`src/pkg/wutc_pkg.sv`:
```
package wutc_pkg;
  // Bus geometry
  localparam int ADDR_W = 12;
  localparam int DATA_W = 32;
  // Register indices; the byte address is four times the index
  localparam logic [9:0] IDX_PRESCALE = 10'h316;
  localparam logic [9:0] IDX_SLEEP = 10'h317;
  localparam logic [9:0] IDX_RELOAD_HI = 10'h318;
  localparam logic [9:0] IDX_RELOAD_LO = 10'h319;
  localparam logic [9:0] IDX_CONTROL = 10'h31A;
  localparam logic [9:0] IDX_STATUS = 10'h31B;
  // Reset values
  localparam logic [2:0] RST_PRESCALE = 3'h0;
  localparam logic [3:0] RST_SLEEP_MODE = 4'h0;
  localparam logic [7:0] RST_RELOAD_BYTE = 8'h00;
  localparam logic [15:0] RST_RELOAD = 16'h0000;
  // Field positions
  localparam int POS_WAKE_EN = 0;
  localparam int POS_MODE_LO = 3;
  localparam int POS_FLAG_CLR = 0;
  localparam int POS_CAL_EN = 1;
  localparam int POS_TIMEOUT = 1;
  localparam int POS_COLD = 2;
  localparam int POS_XTAL_OK = 4;
  localparam int POS_CAL_DONE = 5;
  // Sleep mode codes
  typedef enum logic [3:0] {
    WUTC_SLEEP_RAM_RETAINED = 4'h1,
    WUTC_SLEEP_CRYSTAL_ON = 4'h4,
    WUTC_SLEEP_RAM_AND_CRYSTAL = 4'h5,
    WUTC_SLEEP_RAM_AND_RC = 4'hB
  } wutc_sleep_t;
  // Bus answers
  localparam logic [1:0] RESP_OKAY = 2'h0;
  localparam logic [1:0] RESP_SLVERR = 2'h2;
  // Calibration time
  localparam int CLK_MHZ = 125;
  localparam int CALIB_TIME_US = 1000;
  localparam int CALIB_CYCLES = CALIB_TIME_US * CLK_MHZ;
endpackage : wutc_pkg

```
`src/pkg/wutc_timer_if.sv`:
```
`timescale 1ns/10ps
interface wutc_timer_if;
  logic load; // Apply reload value now
  logic [15:0] reload; // Applied reload value
  logic [2:0] div_code; // Applied prescaler code
  logic src_edge; // One pulse per slow source rising edge
  logic timeout; // One pulse per expiry
  modport ctrl (output load, reload, div_code, src_edge, input timeout);
  modport timer (input load, reload, div_code, src_edge, output timeout);
endinterface : wutc_timer_if

```
`src/verilog/wutc_sync.sv`:
```
`timescale 1ns/10ps
module wutc_sync #(
  parameter int W = 1
) (
  // Clock and reset
  input wire logic clk_i,
  input wire logic rst_n_i,
  // Data
  input wire logic [W-1:0] d_i,
  output logic [W-1:0] q_o
);
  logic [W-1:0] meta_reg; // First stage, read only by second
  logic [W-1:0] q_reg; // Second stage

  // Two-flop synchroniser
  always_ff @(posedge clk_i or negedge rst_n_i)
  begin
    if (!rst_n_i)
    begin
      meta_reg <= '0;
      q_reg <= '0;
    end
    else
    begin
      meta_reg <= d_i;
      q_reg <= meta_reg;
    end
  end

  assign q_o = q_reg;
endmodule : wutc_sync

```
`src/verilog/wutc_timer.sv`:
```
`timescale 1ns/10ps
module wutc_timer (
  // Clock and reset
  input wire logic clk_i,
  input wire logic rst_n_i,
  // Control side
  wutc_timer_if.timer tif
);
  logic [15:0] pre_reg; // Prescaler edge count
  logic [15:0] cnt_reg; // Ticks left before expiry
  logic to_reg; // Timeout pulse
  logic [15:0] mask; // Divide mask from code
  logic tick; // Prescaled tick
  logic expire; // Counter at zero on a tick

  // Divide table: mask+1 is the division factor
  always_comb
  begin
    unique case (tif.div_code)
      3'h0: mask = 16'h0000;
      3'h1: mask = 16'h0003;
      3'h2: mask = 16'h0007;
      3'h3: mask = 16'h000F;
      3'h4: mask = 16'h007F;
      3'h5: mask = 16'h03FF;
      3'h6: mask = 16'h1FFF;
      3'h7: mask = 16'hFFFF;
    endcase
  end

  assign tick = tif.src_edge & ((pre_reg & mask) == mask);
  assign expire = tick & (cnt_reg == 16'h0000);
  assign tif.timeout = to_reg;

  // Prescaler and reload counter
  always_ff @(posedge clk_i or negedge rst_n_i)
  begin
    if (!rst_n_i)
    begin
      pre_reg <= 16'h0000;
      cnt_reg <= 16'h0000;
      to_reg <= 1'b0;
    end
    else
    begin
      to_reg <= expire & ~tif.load;
      if (tif.load)
      begin
        // Fresh reload restarts the whole period
        pre_reg <= 16'h0000;
        cnt_reg <= tif.reload;
      end
      else
      begin
        if (tif.src_edge)
          pre_reg <= pre_reg + 16'h0001;
        if (expire)
          cnt_reg <= tif.reload;
        else if (tick)
          cnt_reg <= cnt_reg - 16'h0001;
      end
    end
  end
endmodule : wutc_timer

```
`src/verilog/wutc_top.sv`:
```
// Register access over AXI4-Lite was decided locally.
`timescale 1ns/10ps
// Overview of operation
// - Prescaler codes 0-7 divide by 1..65536
// - Prescaler staged until sleep config written
// - Decode sleep codes 1, 4, 5, 11
// - Timeout wakes only when wake enabled
// - Reload high byte staged until low write
// - Low byte write applies full 16-bit reload
// - Calibration enable bit starts RC calibration
// - Flag reset write clears both sticky flags
// - Calibration done after about 1 ms
// - Crystal settled bit shown in status
// - Cold start flag at status bit 2
// - Timeout flag at status bit 1
module wutc_top
  import wutc_pkg::*;
#(
  parameter int CALIB_CYCLES_P = wutc_pkg::CALIB_CYCLES
) (
  // Clock and reset
  input wire logic CLK_I,
  input wire logic RESET_N_I,
  // AXI4-Lite write address
  input wire logic [wutc_pkg::ADDR_W-1:0] S_AXI_AWADDR_I,
  input wire logic S_AXI_AWVALID_I,
  output logic S_AXI_AWREADY_O,
  // AXI4-Lite write data
  input wire logic [wutc_pkg::DATA_W-1:0] S_AXI_WDATA_I,
  input wire logic [3:0] S_AXI_WSTRB_I,
  input wire logic S_AXI_WVALID_I,
  output logic S_AXI_WREADY_O,
  // AXI4-Lite write response
  output logic [1:0] S_AXI_BRESP_O,
  output logic S_AXI_BVALID_O,
  input wire logic S_AXI_BREADY_I,
  // AXI4-Lite read address
  input wire logic [wutc_pkg::ADDR_W-1:0] S_AXI_ARADDR_I,
  input wire logic S_AXI_ARVALID_I,
  output logic S_AXI_ARREADY_O,
  // AXI4-Lite read data
  output logic [wutc_pkg::DATA_W-1:0] S_AXI_RDATA_O,
  output logic [1:0] S_AXI_RRESP_O,
  output logic S_AXI_RVALID_O,
  input wire logic S_AXI_RREADY_I,
  // Slow oscillators, asynchronous
  input wire logic SLOW_CRYSTAL_SOURCE_I,
  input wire logic SLOW_RC_SOURCE_I,
  input wire logic SLOW_CRYSTAL_SETTLED_I,
  // Sleep and wake controls
  output logic SLEEP_RAM_RETAINED_O,
  output logic SLEEP_CRYSTAL_ON_O,
  output logic SLEEP_RC_ON_O,
  output logic WAKE_REQ_O,
  output logic SLOW_RC_CALIB_ENABLE_O
);
  import wutc_pkg::*;

  // Width of the calibration counter
  localparam int CAL_W = $clog2(CALIB_CYCLES_P + 1);
  localparam logic [CAL_W-1:0] CAL_LAST = CAL_W'(CALIB_CYCLES_P - 1);

  // Write channel state
  logic aw_full_reg; // Write address held
  logic [ADDR_W-1:0] aw_addr_reg; // Held write address
  logic w_full_reg; // Write data held
  logic [DATA_W-1:0] w_data_reg; // Held write data
  logic w_strb0_reg; // Low lane strobe
  logic awready_reg; // Address slot free
  logic wready_reg; // Data slot free
  logic bvalid_reg; // Response pending
  logic [1:0] bresp_reg; // Response code
  // Read channel state
  logic arready_reg; // Read slot free
  logic rvalid_reg; // Read data pending
  logic [DATA_W-1:0] rdata_reg; // Read data
  logic [1:0] rresp_reg; // Read response code

  // Software registers
  logic [2:0] prescale_stage_reg; // Staged prescaler code
  logic [2:0] prescale_reg; // Applied prescaler code
  logic [3:0] sleep_mode_reg; // Sleep mode code
  logic wake_en_reg; // Wake on timeout
  logic [7:0] reload_stage_reg; // Staged high byte
  logic [15:0] reload_reg; // Applied reload value
  logic load_reg; // Reload apply pulse
  logic calib_en_reg; // RC calibration enable
  // Hardware state
  logic [CAL_W-1:0] cal_cnt_reg; // Calibration elapsed cycles
  logic cal_done_reg; // Calibration finished
  logic por_seen_reg; // Cleared only by reset
  logic cold_flag_reg; // Sticky cold start flag
  logic to_flag_reg; // Sticky timeout flag
  logic src_prev_reg; // Last selected source level
  logic edge_reg; // Selected source rising edge
  // Output flops
  logic ram_ret_reg; // RAM retained in sleep
  logic xtal_on_reg; // Crystal kept running
  logic rc_on_reg; // RC kept running
  logic wake_reg; // Wake request pulse

  // Synchronised pins
  logic [2:0] pins_sync; // Settled, RC, crystal
  logic xtal_src; // Crystal level
  logic rc_src; // RC level
  logic xtal_ok; // Crystal settled

  // Handshake and decode wires
  logic aw_take; // Address accepted
  logic w_take; // Data accepted
  logic wr_go; // Write performed now
  logic b_done; // Response taken
  logic aw_full_next; // Next address held
  logic w_full_next; // Next data held
  logic bvalid_next; // Next response pending
  logic ar_take; // Read accepted
  logic rvalid_next; // Next read pending
  logic [9:0] wr_idx; // Write word index
  logic [9:0] rd_idx; // Read word index
  logic wr_hit; // Write to mapped word
  logic rd_hit; // Read from mapped word
  logic wr_en; // Write with low lane
  logic wr_pre; // Prescaler write
  logic wr_sleep; // Sleep config write
  logic wr_rhi; // Reload high write
  logic wr_rlo; // Reload low write
  logic wr_ctl; // Control write
  logic flag_clr; // Flag reset request
  logic [7:0] rd_byte; // Selected read byte
  logic [7:0] status_byte; // Status view
  logic xtal_mode; // Crystal sleep modes
  logic mode_ram; // Sleep retains RAM
  logic mode_rc; // Sleep keeps RC
  logic src_sel; // Selected slow source
  logic [7:0] wbyte; // Low write byte

  // Timer link
  wutc_timer_if tif ();

  // Oscillator pins cross into the bus clock here
  wutc_sync #(
    .W(3)
  ) u_sync (
    .clk_i(CLK_I),
    .rst_n_i(RESET_N_I),
    .d_i({SLOW_CRYSTAL_SETTLED_I, SLOW_RC_SOURCE_I,
          SLOW_CRYSTAL_SOURCE_I}),
    .q_o(pins_sync)
  );

  assign xtal_src = pins_sync[0];
  assign rc_src = pins_sync[1];
  assign xtal_ok = pins_sync[2];

  // Wake-up counter
  wutc_timer u_timer (
    .clk_i(CLK_I),
    .rst_n_i(RESET_N_I),
    .tif(tif)
  );

  assign tif.load = load_reg;
  assign tif.reload = reload_reg;
  assign tif.div_code = prescale_reg;
  assign tif.src_edge = edge_reg;

  // Write handshakes: address and data in either order
  assign aw_take = S_AXI_AWVALID_I & awready_reg;
  assign w_take = S_AXI_WVALID_I & wready_reg;
  assign wr_go = aw_full_reg & w_full_reg & ~bvalid_reg;
  assign b_done = bvalid_reg & S_AXI_BREADY_I;
  assign aw_full_next = aw_take | (aw_full_reg & ~wr_go);
  assign w_full_next = w_take | (w_full_reg & ~wr_go);
  assign bvalid_next = wr_go | (bvalid_reg & ~b_done);
  // Read handshake
  assign ar_take = S_AXI_ARVALID_I & arready_reg;
  assign rvalid_next = ar_take | (rvalid_reg & ~S_AXI_RREADY_I);

  // Address decode
  assign wr_idx = aw_addr_reg[ADDR_W-1:2];
  assign rd_idx = S_AXI_ARADDR_I[ADDR_W-1:2];
  assign wr_hit = (wr_idx >= IDX_PRESCALE) & (wr_idx <= IDX_STATUS);
  assign rd_hit = (rd_idx >= IDX_PRESCALE) & (rd_idx <= IDX_STATUS);
  assign wr_en = wr_go & w_strb0_reg;
  assign wbyte = w_data_reg[7:0];
  assign wr_pre = wr_en & (wr_idx == IDX_PRESCALE);
  assign wr_sleep = wr_en & (wr_idx == IDX_SLEEP);
  assign wr_rhi = wr_en & (wr_idx == IDX_RELOAD_HI);
  assign wr_rlo = wr_en & (wr_idx == IDX_RELOAD_LO);
  assign wr_ctl = wr_en & (wr_idx == IDX_CONTROL);
  // Status index has no write strobe at all
  assign flag_clr = wr_ctl & wbyte[POS_FLAG_CLR];

  // Sleep mode decode; reserved codes keep everything off
  assign mode_ram = (sleep_mode_reg == WUTC_SLEEP_RAM_RETAINED) |
                    (sleep_mode_reg == WUTC_SLEEP_RAM_AND_CRYSTAL) |
                    (sleep_mode_reg == WUTC_SLEEP_RAM_AND_RC);
  assign xtal_mode = (sleep_mode_reg == WUTC_SLEEP_CRYSTAL_ON) |
                     (sleep_mode_reg == WUTC_SLEEP_RAM_AND_CRYSTAL);
  assign mode_rc = (sleep_mode_reg == WUTC_SLEEP_RAM_AND_RC);
  // Timer runs from the crystal only in the crystal modes
  assign src_sel = xtal_mode ? xtal_src : rc_src;

  // Status view, reserved bits zero
  assign status_byte = {2'h0, cal_done_reg, xtal_ok, 1'h0,
                        cold_flag_reg, to_flag_reg, 1'h0};

  // Read mux; write-only words read as zero
  always_comb
  begin
    unique case (rd_idx)
      IDX_SLEEP: rd_byte = {1'h0, sleep_mode_reg, 2'h0, wake_en_reg};
      IDX_RELOAD_LO: rd_byte = reload_reg[7:0];
      IDX_CONTROL: rd_byte = {6'h00, calib_en_reg, 1'h0};
      IDX_STATUS: rd_byte = status_byte;
      default: rd_byte = 8'h00;
    endcase
  end

  // AXI write channel
  always_ff @(posedge CLK_I or negedge RESET_N_I)
  begin
    if (!RESET_N_I)
    begin
      aw_full_reg <= 1'b0;
      aw_addr_reg <= '0;
      w_full_reg <= 1'b0;
      w_data_reg <= '0;
      w_strb0_reg <= 1'b0;
      awready_reg <= 1'b0;
      wready_reg <= 1'b0;
      bvalid_reg <= 1'b0;
      bresp_reg <= RESP_OKAY;
    end
    else
    begin
      aw_full_reg <= aw_full_next;
      w_full_reg <= w_full_next;
      bvalid_reg <= bvalid_next;
      // One write at a time: slots reopen after the response
      awready_reg <= ~aw_full_next & ~bvalid_next;
      wready_reg <= ~w_full_next & ~bvalid_next;
      if (aw_take)
        aw_addr_reg <= S_AXI_AWADDR_I;
      if (w_take)
      begin
        w_data_reg <= S_AXI_WDATA_I;
        w_strb0_reg <= S_AXI_WSTRB_I[0];
      end
      if (wr_go)
        bresp_reg <= wr_hit ? RESP_OKAY : RESP_SLVERR;
    end
  end

  // AXI read channel, answer one cycle after address
  always_ff @(posedge CLK_I or negedge RESET_N_I)
  begin
    if (!RESET_N_I)
    begin
      arready_reg <= 1'b0;
      rvalid_reg <= 1'b0;
      rdata_reg <= '0;
      rresp_reg <= RESP_OKAY;
    end
    else
    begin
      rvalid_reg <= rvalid_next;
      arready_reg <= ~rvalid_next;
      if (ar_take)
      begin
        rdata_reg <= {24'h000000, rd_byte};
        rresp_reg <= rd_hit ? RESP_OKAY : RESP_SLVERR;
      end
    end
  end

  // Timer configuration registers
  always_ff @(posedge CLK_I or negedge RESET_N_I)
  begin
    if (!RESET_N_I)
    begin
      prescale_stage_reg <= RST_PRESCALE;
      prescale_reg <= RST_PRESCALE;
      sleep_mode_reg <= RST_SLEEP_MODE;
      wake_en_reg <= 1'b0;
      reload_stage_reg <= RST_RELOAD_BYTE;
      reload_reg <= RST_RELOAD;
      load_reg <= 1'b0;
      calib_en_reg <= 1'b0;
    end
    else
    begin
      load_reg <= wr_rlo;
      if (wr_pre)
        prescale_stage_reg <= wbyte[2:0];
      if (wr_sleep)
      begin
        // Staged divider goes live with the sleep write
        prescale_reg <= prescale_stage_reg;
        sleep_mode_reg <= wbyte[POS_MODE_LO+3:POS_MODE_LO];
        wake_en_reg <= wbyte[POS_WAKE_EN];
      end
      if (wr_rhi)
        reload_stage_reg <= wbyte;
      if (wr_rlo)
        reload_reg <= {reload_stage_reg, wbyte};
      if (wr_ctl)
        calib_en_reg <= wbyte[POS_CAL_EN];
    end
  end

  // RC calibration timer; disabling aborts and clears done
  always_ff @(posedge CLK_I or negedge RESET_N_I)
  begin
    if (!RESET_N_I)
    begin
      cal_cnt_reg <= '0;
      cal_done_reg <= 1'b0;
    end
    else if (!calib_en_reg)
    begin
      cal_cnt_reg <= '0;
      cal_done_reg <= 1'b0;
    end
    else if (cal_cnt_reg == CAL_LAST)
      cal_done_reg <= 1'b1;
    else
      cal_cnt_reg <= cal_cnt_reg + 1'b1;
  end

  // Sticky flags; a new event beats a same-cycle clear
  always_ff @(posedge CLK_I or negedge RESET_N_I)
  begin
    if (!RESET_N_I)
    begin
      por_seen_reg <= 1'b0;
      cold_flag_reg <= 1'b0;
      to_flag_reg <= 1'b0;
    end
    else
    begin
      por_seen_reg <= 1'b1;
      // First cycle after reset marks the cold start
      cold_flag_reg <= ~por_seen_reg |
                       (cold_flag_reg & ~flag_clr);
      to_flag_reg <= tif.timeout |
                     (to_flag_reg & ~flag_clr);
    end
  end

  // Source edge detect and output flops
  always_ff @(posedge CLK_I or negedge RESET_N_I)
  begin
    if (!RESET_N_I)
    begin
      src_prev_reg <= 1'b0;
      edge_reg <= 1'b0;
      ram_ret_reg <= 1'b0;
      xtal_on_reg <= 1'b0;
      rc_on_reg <= 1'b0;
      wake_reg <= 1'b0;
    end
    else
    begin
      src_prev_reg <= src_sel;
      edge_reg <= src_sel & ~src_prev_reg;
      ram_ret_reg <= mode_ram;
      xtal_on_reg <= xtal_mode;
      rc_on_reg <= mode_rc;
      wake_reg <= tif.timeout & wake_en_reg;
    end
  end

  // Port drive
  assign S_AXI_AWREADY_O = awready_reg;
  assign S_AXI_WREADY_O = wready_reg;
  assign S_AXI_BRESP_O = bresp_reg;
  assign S_AXI_BVALID_O = bvalid_reg;
  assign S_AXI_ARREADY_O = arready_reg;
  assign S_AXI_RDATA_O = rdata_reg;
  assign S_AXI_RRESP_O = rresp_reg;
  assign S_AXI_RVALID_O = rvalid_reg;
  assign SLEEP_RAM_RETAINED_O = ram_ret_reg;
  assign SLEEP_CRYSTAL_ON_O = xtal_on_reg;
  assign SLEEP_RC_ON_O = rc_on_reg;
  assign WAKE_REQ_O = wake_reg;
  assign SLOW_RC_CALIB_ENABLE_O = calib_en_reg;
endmodule : wutc_top
```
`config.mk`:
```
export PLATFORM = sky130hd
export DESIGN_NAME = wutc_top
export DESIGN_NICKNAME = d
export VERILOG_FILES = /design/src/pkg/wutc_pkg.sv /design/src/pkg/wutc_timer_if.sv /design/src/verilog/wutc_sync.sv /design/src/verilog/wutc_timer.sv /design/src/verilog/wutc_top.sv
export SDC_FILE = /design/constraint.sdc
export NUM_CORES = 1
export LEC_CHECK = 0
export BUFFER_PORTS_ARGS = -buffer_cell sky130_fd_sc_hd__buf_2
export CORE_MARGIN = 8
export CORE_UTILIZATION = 60
export CTS_BUF_LIST = sky130_fd_sc_hd__clkbuf_16
export CTS_CLUSTER_SIZE = 30
export DETAILED_ROUTE_END_ITERATION = 8
export PLACE_DENSITY = 0.85
export SYNTH_ARGS = -nofsm -noshare
export SYNTH_HDL_FRONTEND = slang
export SYNTH_SLANG_ARGS = --single-unit
```
`constraint.sdc`:
```
create_clock -name CLK_I -period 5.6 [get_ports CLK_I]
set_input_delay 0.28 -clock CLK_I [delete_from_list [all_inputs] [get_ports CLK_I]]
set_output_delay 0.28 -clock CLK_I [all_outputs]
set_load 0.01 [all_outputs]
```
==> impl_results.md <==
- Status: completed
- TNS Setup: 0 ns
- Clk_skew: 0.007968 ns
- Slew HR: 24.03%
- Hold crit path type: input port to flop
- Min Clock Period, post-route: 2.491 ns
- First-pass GRT wire length: 23090 um
- Clock-pin slew on the worst setup and hold paths: 0.06 ns
- ANT cells: 0
- TritonCTS clock tree: done
- Largest net degree at the start of global routing: 73
- Core area: 0.01070 mm2
- Multiplexer share of the synthesized area: between 10 and 15%
- Primary FF master, synth: dfrtp_1
- Placed Cells incl. Taps: 755
- Iteration-0 DRC Markers: 250
- Gpl congestion: 0.8749
- WS Path Type: flop to flop
- Simple-gate area share of the yosys netlist: roughly 18%
- Layout cell share with drive strength beyond 1: around a quarter
- Ys Warns: 0
- Data required time at the worst endpoint: 5.89 ns
- Gr usage total: 20.11%
- Worst setup EP type: flop
- Clock Tree Root: clkbuf_16
- DIE WIDTH: 119.8 um
- Largest family of logic cells by synthesized area: simple AND/OR/NAND/NOR gates
- Vias: between 4000 and 5000
- Area fraction in compound gates after synthesis: 8.045%
- Vias/cell: 5.704
- Setup crit start kind: flop
- DR WL/cell: 17.18 um
- RSZ-0062 raised after global routing: false
- Post-synth EDFFs: 0
- Final Instance Count excl. Fillers: slightly below 800
- Total power draw: 2886 uW
- Initial antenna violation count: 0
- Peak supply drop: between 0.0003 and 0.0004 V
- Layout area overhead: 13.67%
- Yosys cell types: 67
- Xor/xnor share of the synthesized area: 3.926%
- Crit-path max cell delay: 0.93 ns
- Fillers: ~770
- CTS Buf Count: 17
- Max-Cap Viols: 0
- Final HPWL DP: 9439 um
- CTS Buffer Depth: 2
- Drt total wl: 13590 um
- Syn Inst Count: roughly 570
- Post-CTS setup buffers: 0
- Max frequency: 401.5 MHz
- Period Utilization, post-route: 44.47%
- Total gr overflow: 0
- Register area share after synthesis: between 50% and 60%
- P_leak: 0.003457 uW
- Top cell family by delay on the critical path: compound AO/OA/AOI/OAI gates
- Clk_lat worst skew: roughly 0.42 ns
- Max FFs per register: 17
- Die H: 119.8 um
- Number of core rows: 38
- Syn Area/Cell: ~11 um2
- Max Slew Vio Count: 0
- Worst Path Buf+Inv: 0
- Slew @ Worst Pin: ~1.1 ns
- IO buf count: 58
- Die area: 0.01436 mm2
- TritonRoute pass-1 iters: 4
- WP data arrival: 2.78 ns
- Most common cell on crit path: a31oi_1
- Synthesized cell area: 0.006470 mm2
- Max stage delay cell, worst path: a31oi_1
- # DRC: 0
- Setup-failing EPs final: 0
- IO Pins: 116
- Synth async-reset ratio: 100.0%
- Initial Utilization: ~60%
- Antenna Violating Nets Remaining: 0
- Adder-Cell Fraction of Synth Area: less than 1%
- Layout Utilization: between 60% and 70%
- Clock Sinks: roughly 140
- H-Tree Depth: 4
- Pwr/cell area: 392.4 mW/mm2
- CTS resizes: 0
- Crit-path cells: nand2_1 > a31oi_1 > o21ai_2 > a31oi_1 > nor2b_1 > a311o_1
- Crit Path Max Fanout: 14
- Number of global-route vias before repair: ~4600
- Register bit total from synthesis: roughly 140
- Final hold vios: 0
- Final nets: 712
[final cells by class]
type / instances / area (um2) / share of cell area [%]
clock inverters: 15 / 135.1 / 1.837
clock buffers: 17 / 425.4 / 5.784
flip-flops and latches: 139 / 3478 / 47.30
repair buffers: 63 / 344.1 / 4.678
well taps: 140 / 175.2 / 2.382
inverters: 9 / 33.78 / 0.4593
multi-input cells: 408 / 2763 / 37.56
[report_power, final]
group	switching, uW	total, uW	internal, uW
clock network	411	1060	645
registers	184	1360	1180
logic	247	470	223
[cells in the mapped netlist (7+ instances only)]
| master | n | area share, % |
|---|---|---|
| inv_1 | 9 | 0.52 |
| nand4_1 | 10 | 0.97 |
| and2_1 | 21 | 2.0 |
| nor2_1 | 48 | 2.8 |
| dfrtp_1 | 139 | 54 |
| nor3_1 | 12 | 0.93 |
| xnor2_1 | 13 | 1.8 |
| nand2_1 | 44 | 2.6 |
| buf_4 | 27 | 3.1 |
| mux2_2 | 57 | 9.9 |
| a21oi_1 | 7 | 0.54 |
| nor2b_1 | 11 | 1.1 |
| clkbuf_1 | 9 | 0.52 |
| nand3_1 | 23 | 1.8 |
| o21ai_0 | 17 | 1.3 |
| xor2_1 | 16 | 2.2 |
[layer usage]
layer	vias up	track usage [%]	routed length (um)
met5	-	0	0
met4	0	9.524	384
met1	2225	23.66	5541
li1	2111	-	-
met2	143	33.67	6926
met3	33	5.449	736
[metrics by stage]
step	hold slack [ns]	worst slack, ns	cell area (um2)
after floorplan	-0.01559	3.610	6564
after global placement	0.3242	3.275	6754
after detailed placement	0.3407	3.182	6754
after CTS	0.07616	3.120	7355
after global routing	0.08595	2.881	7355
final	0.09148	3.109	7355
[cells by family (layout without fill, tap and decap cells)]
group	after synthesis	in the layout
AO/OA/AOI/OAI	73	73
multiplexers	60	60
flip-flops	139	139
AND/OR/NAND/NOR	215	215
other	2	27
adder cells (fa/ha/maj)	4	4
buffers and inverters	52	104
XOR/XNOR	29	29
[worst paths after layout]
check                      depth (start not counted)  slack [ns]                          from                         endpoint
max in group asynchronous                          3        3.88                     RESET_N_I      prescale_reg[2]$_DFFE_PN0P_
hold / removal                                     2        0.09             S_AXI_AWADDR_I[8]       aw_addr_reg[8]$_DFFE_PN0P_
setup reg to reg                                   6        3.11   prescale_reg[1]$_DFFE_PN0P_  u_timer.cnt_reg[13]$_DFFE_PN0P_
min in group asynchronous                          2        0.45                     RESET_N_I  u_timer.pre_reg[10]$_DFFE_PN0P_
setup / recovery                                   6        3.11   prescale_reg[1]$_DFFE_PN0P_  u_timer.cnt_reg[13]$_DFFE_PN0P_
hold reg to reg                                    0        0.35  u_sync.meta_reg[0]$_DFF_PN0_          u_sync.q_o[0]$_DFF_PN0_
[cells in the final DEF, fill, tap and decap left out, drive strengths merged, types with 10 or more instances in the layout]
master / n
dfrtp: 139
buf: 59
mux2: 57
nor2: 50
nand2: 46
conb: 27
nand3: 24
and2: 21
o21ai: 20
clkbuf: 17
xor2: 16
xnor2: 13
inv: 13
nor3: 13
nor2b: 11
nand4: 10
[timing repair]
action                                  in CTS  in global routing
endpoints found under the hold margin       74                  0
hold buffers                                 4                  0
endpoints found under the setup margin       0                  0
Note: power is estimated with default switching activity, not from simulation.
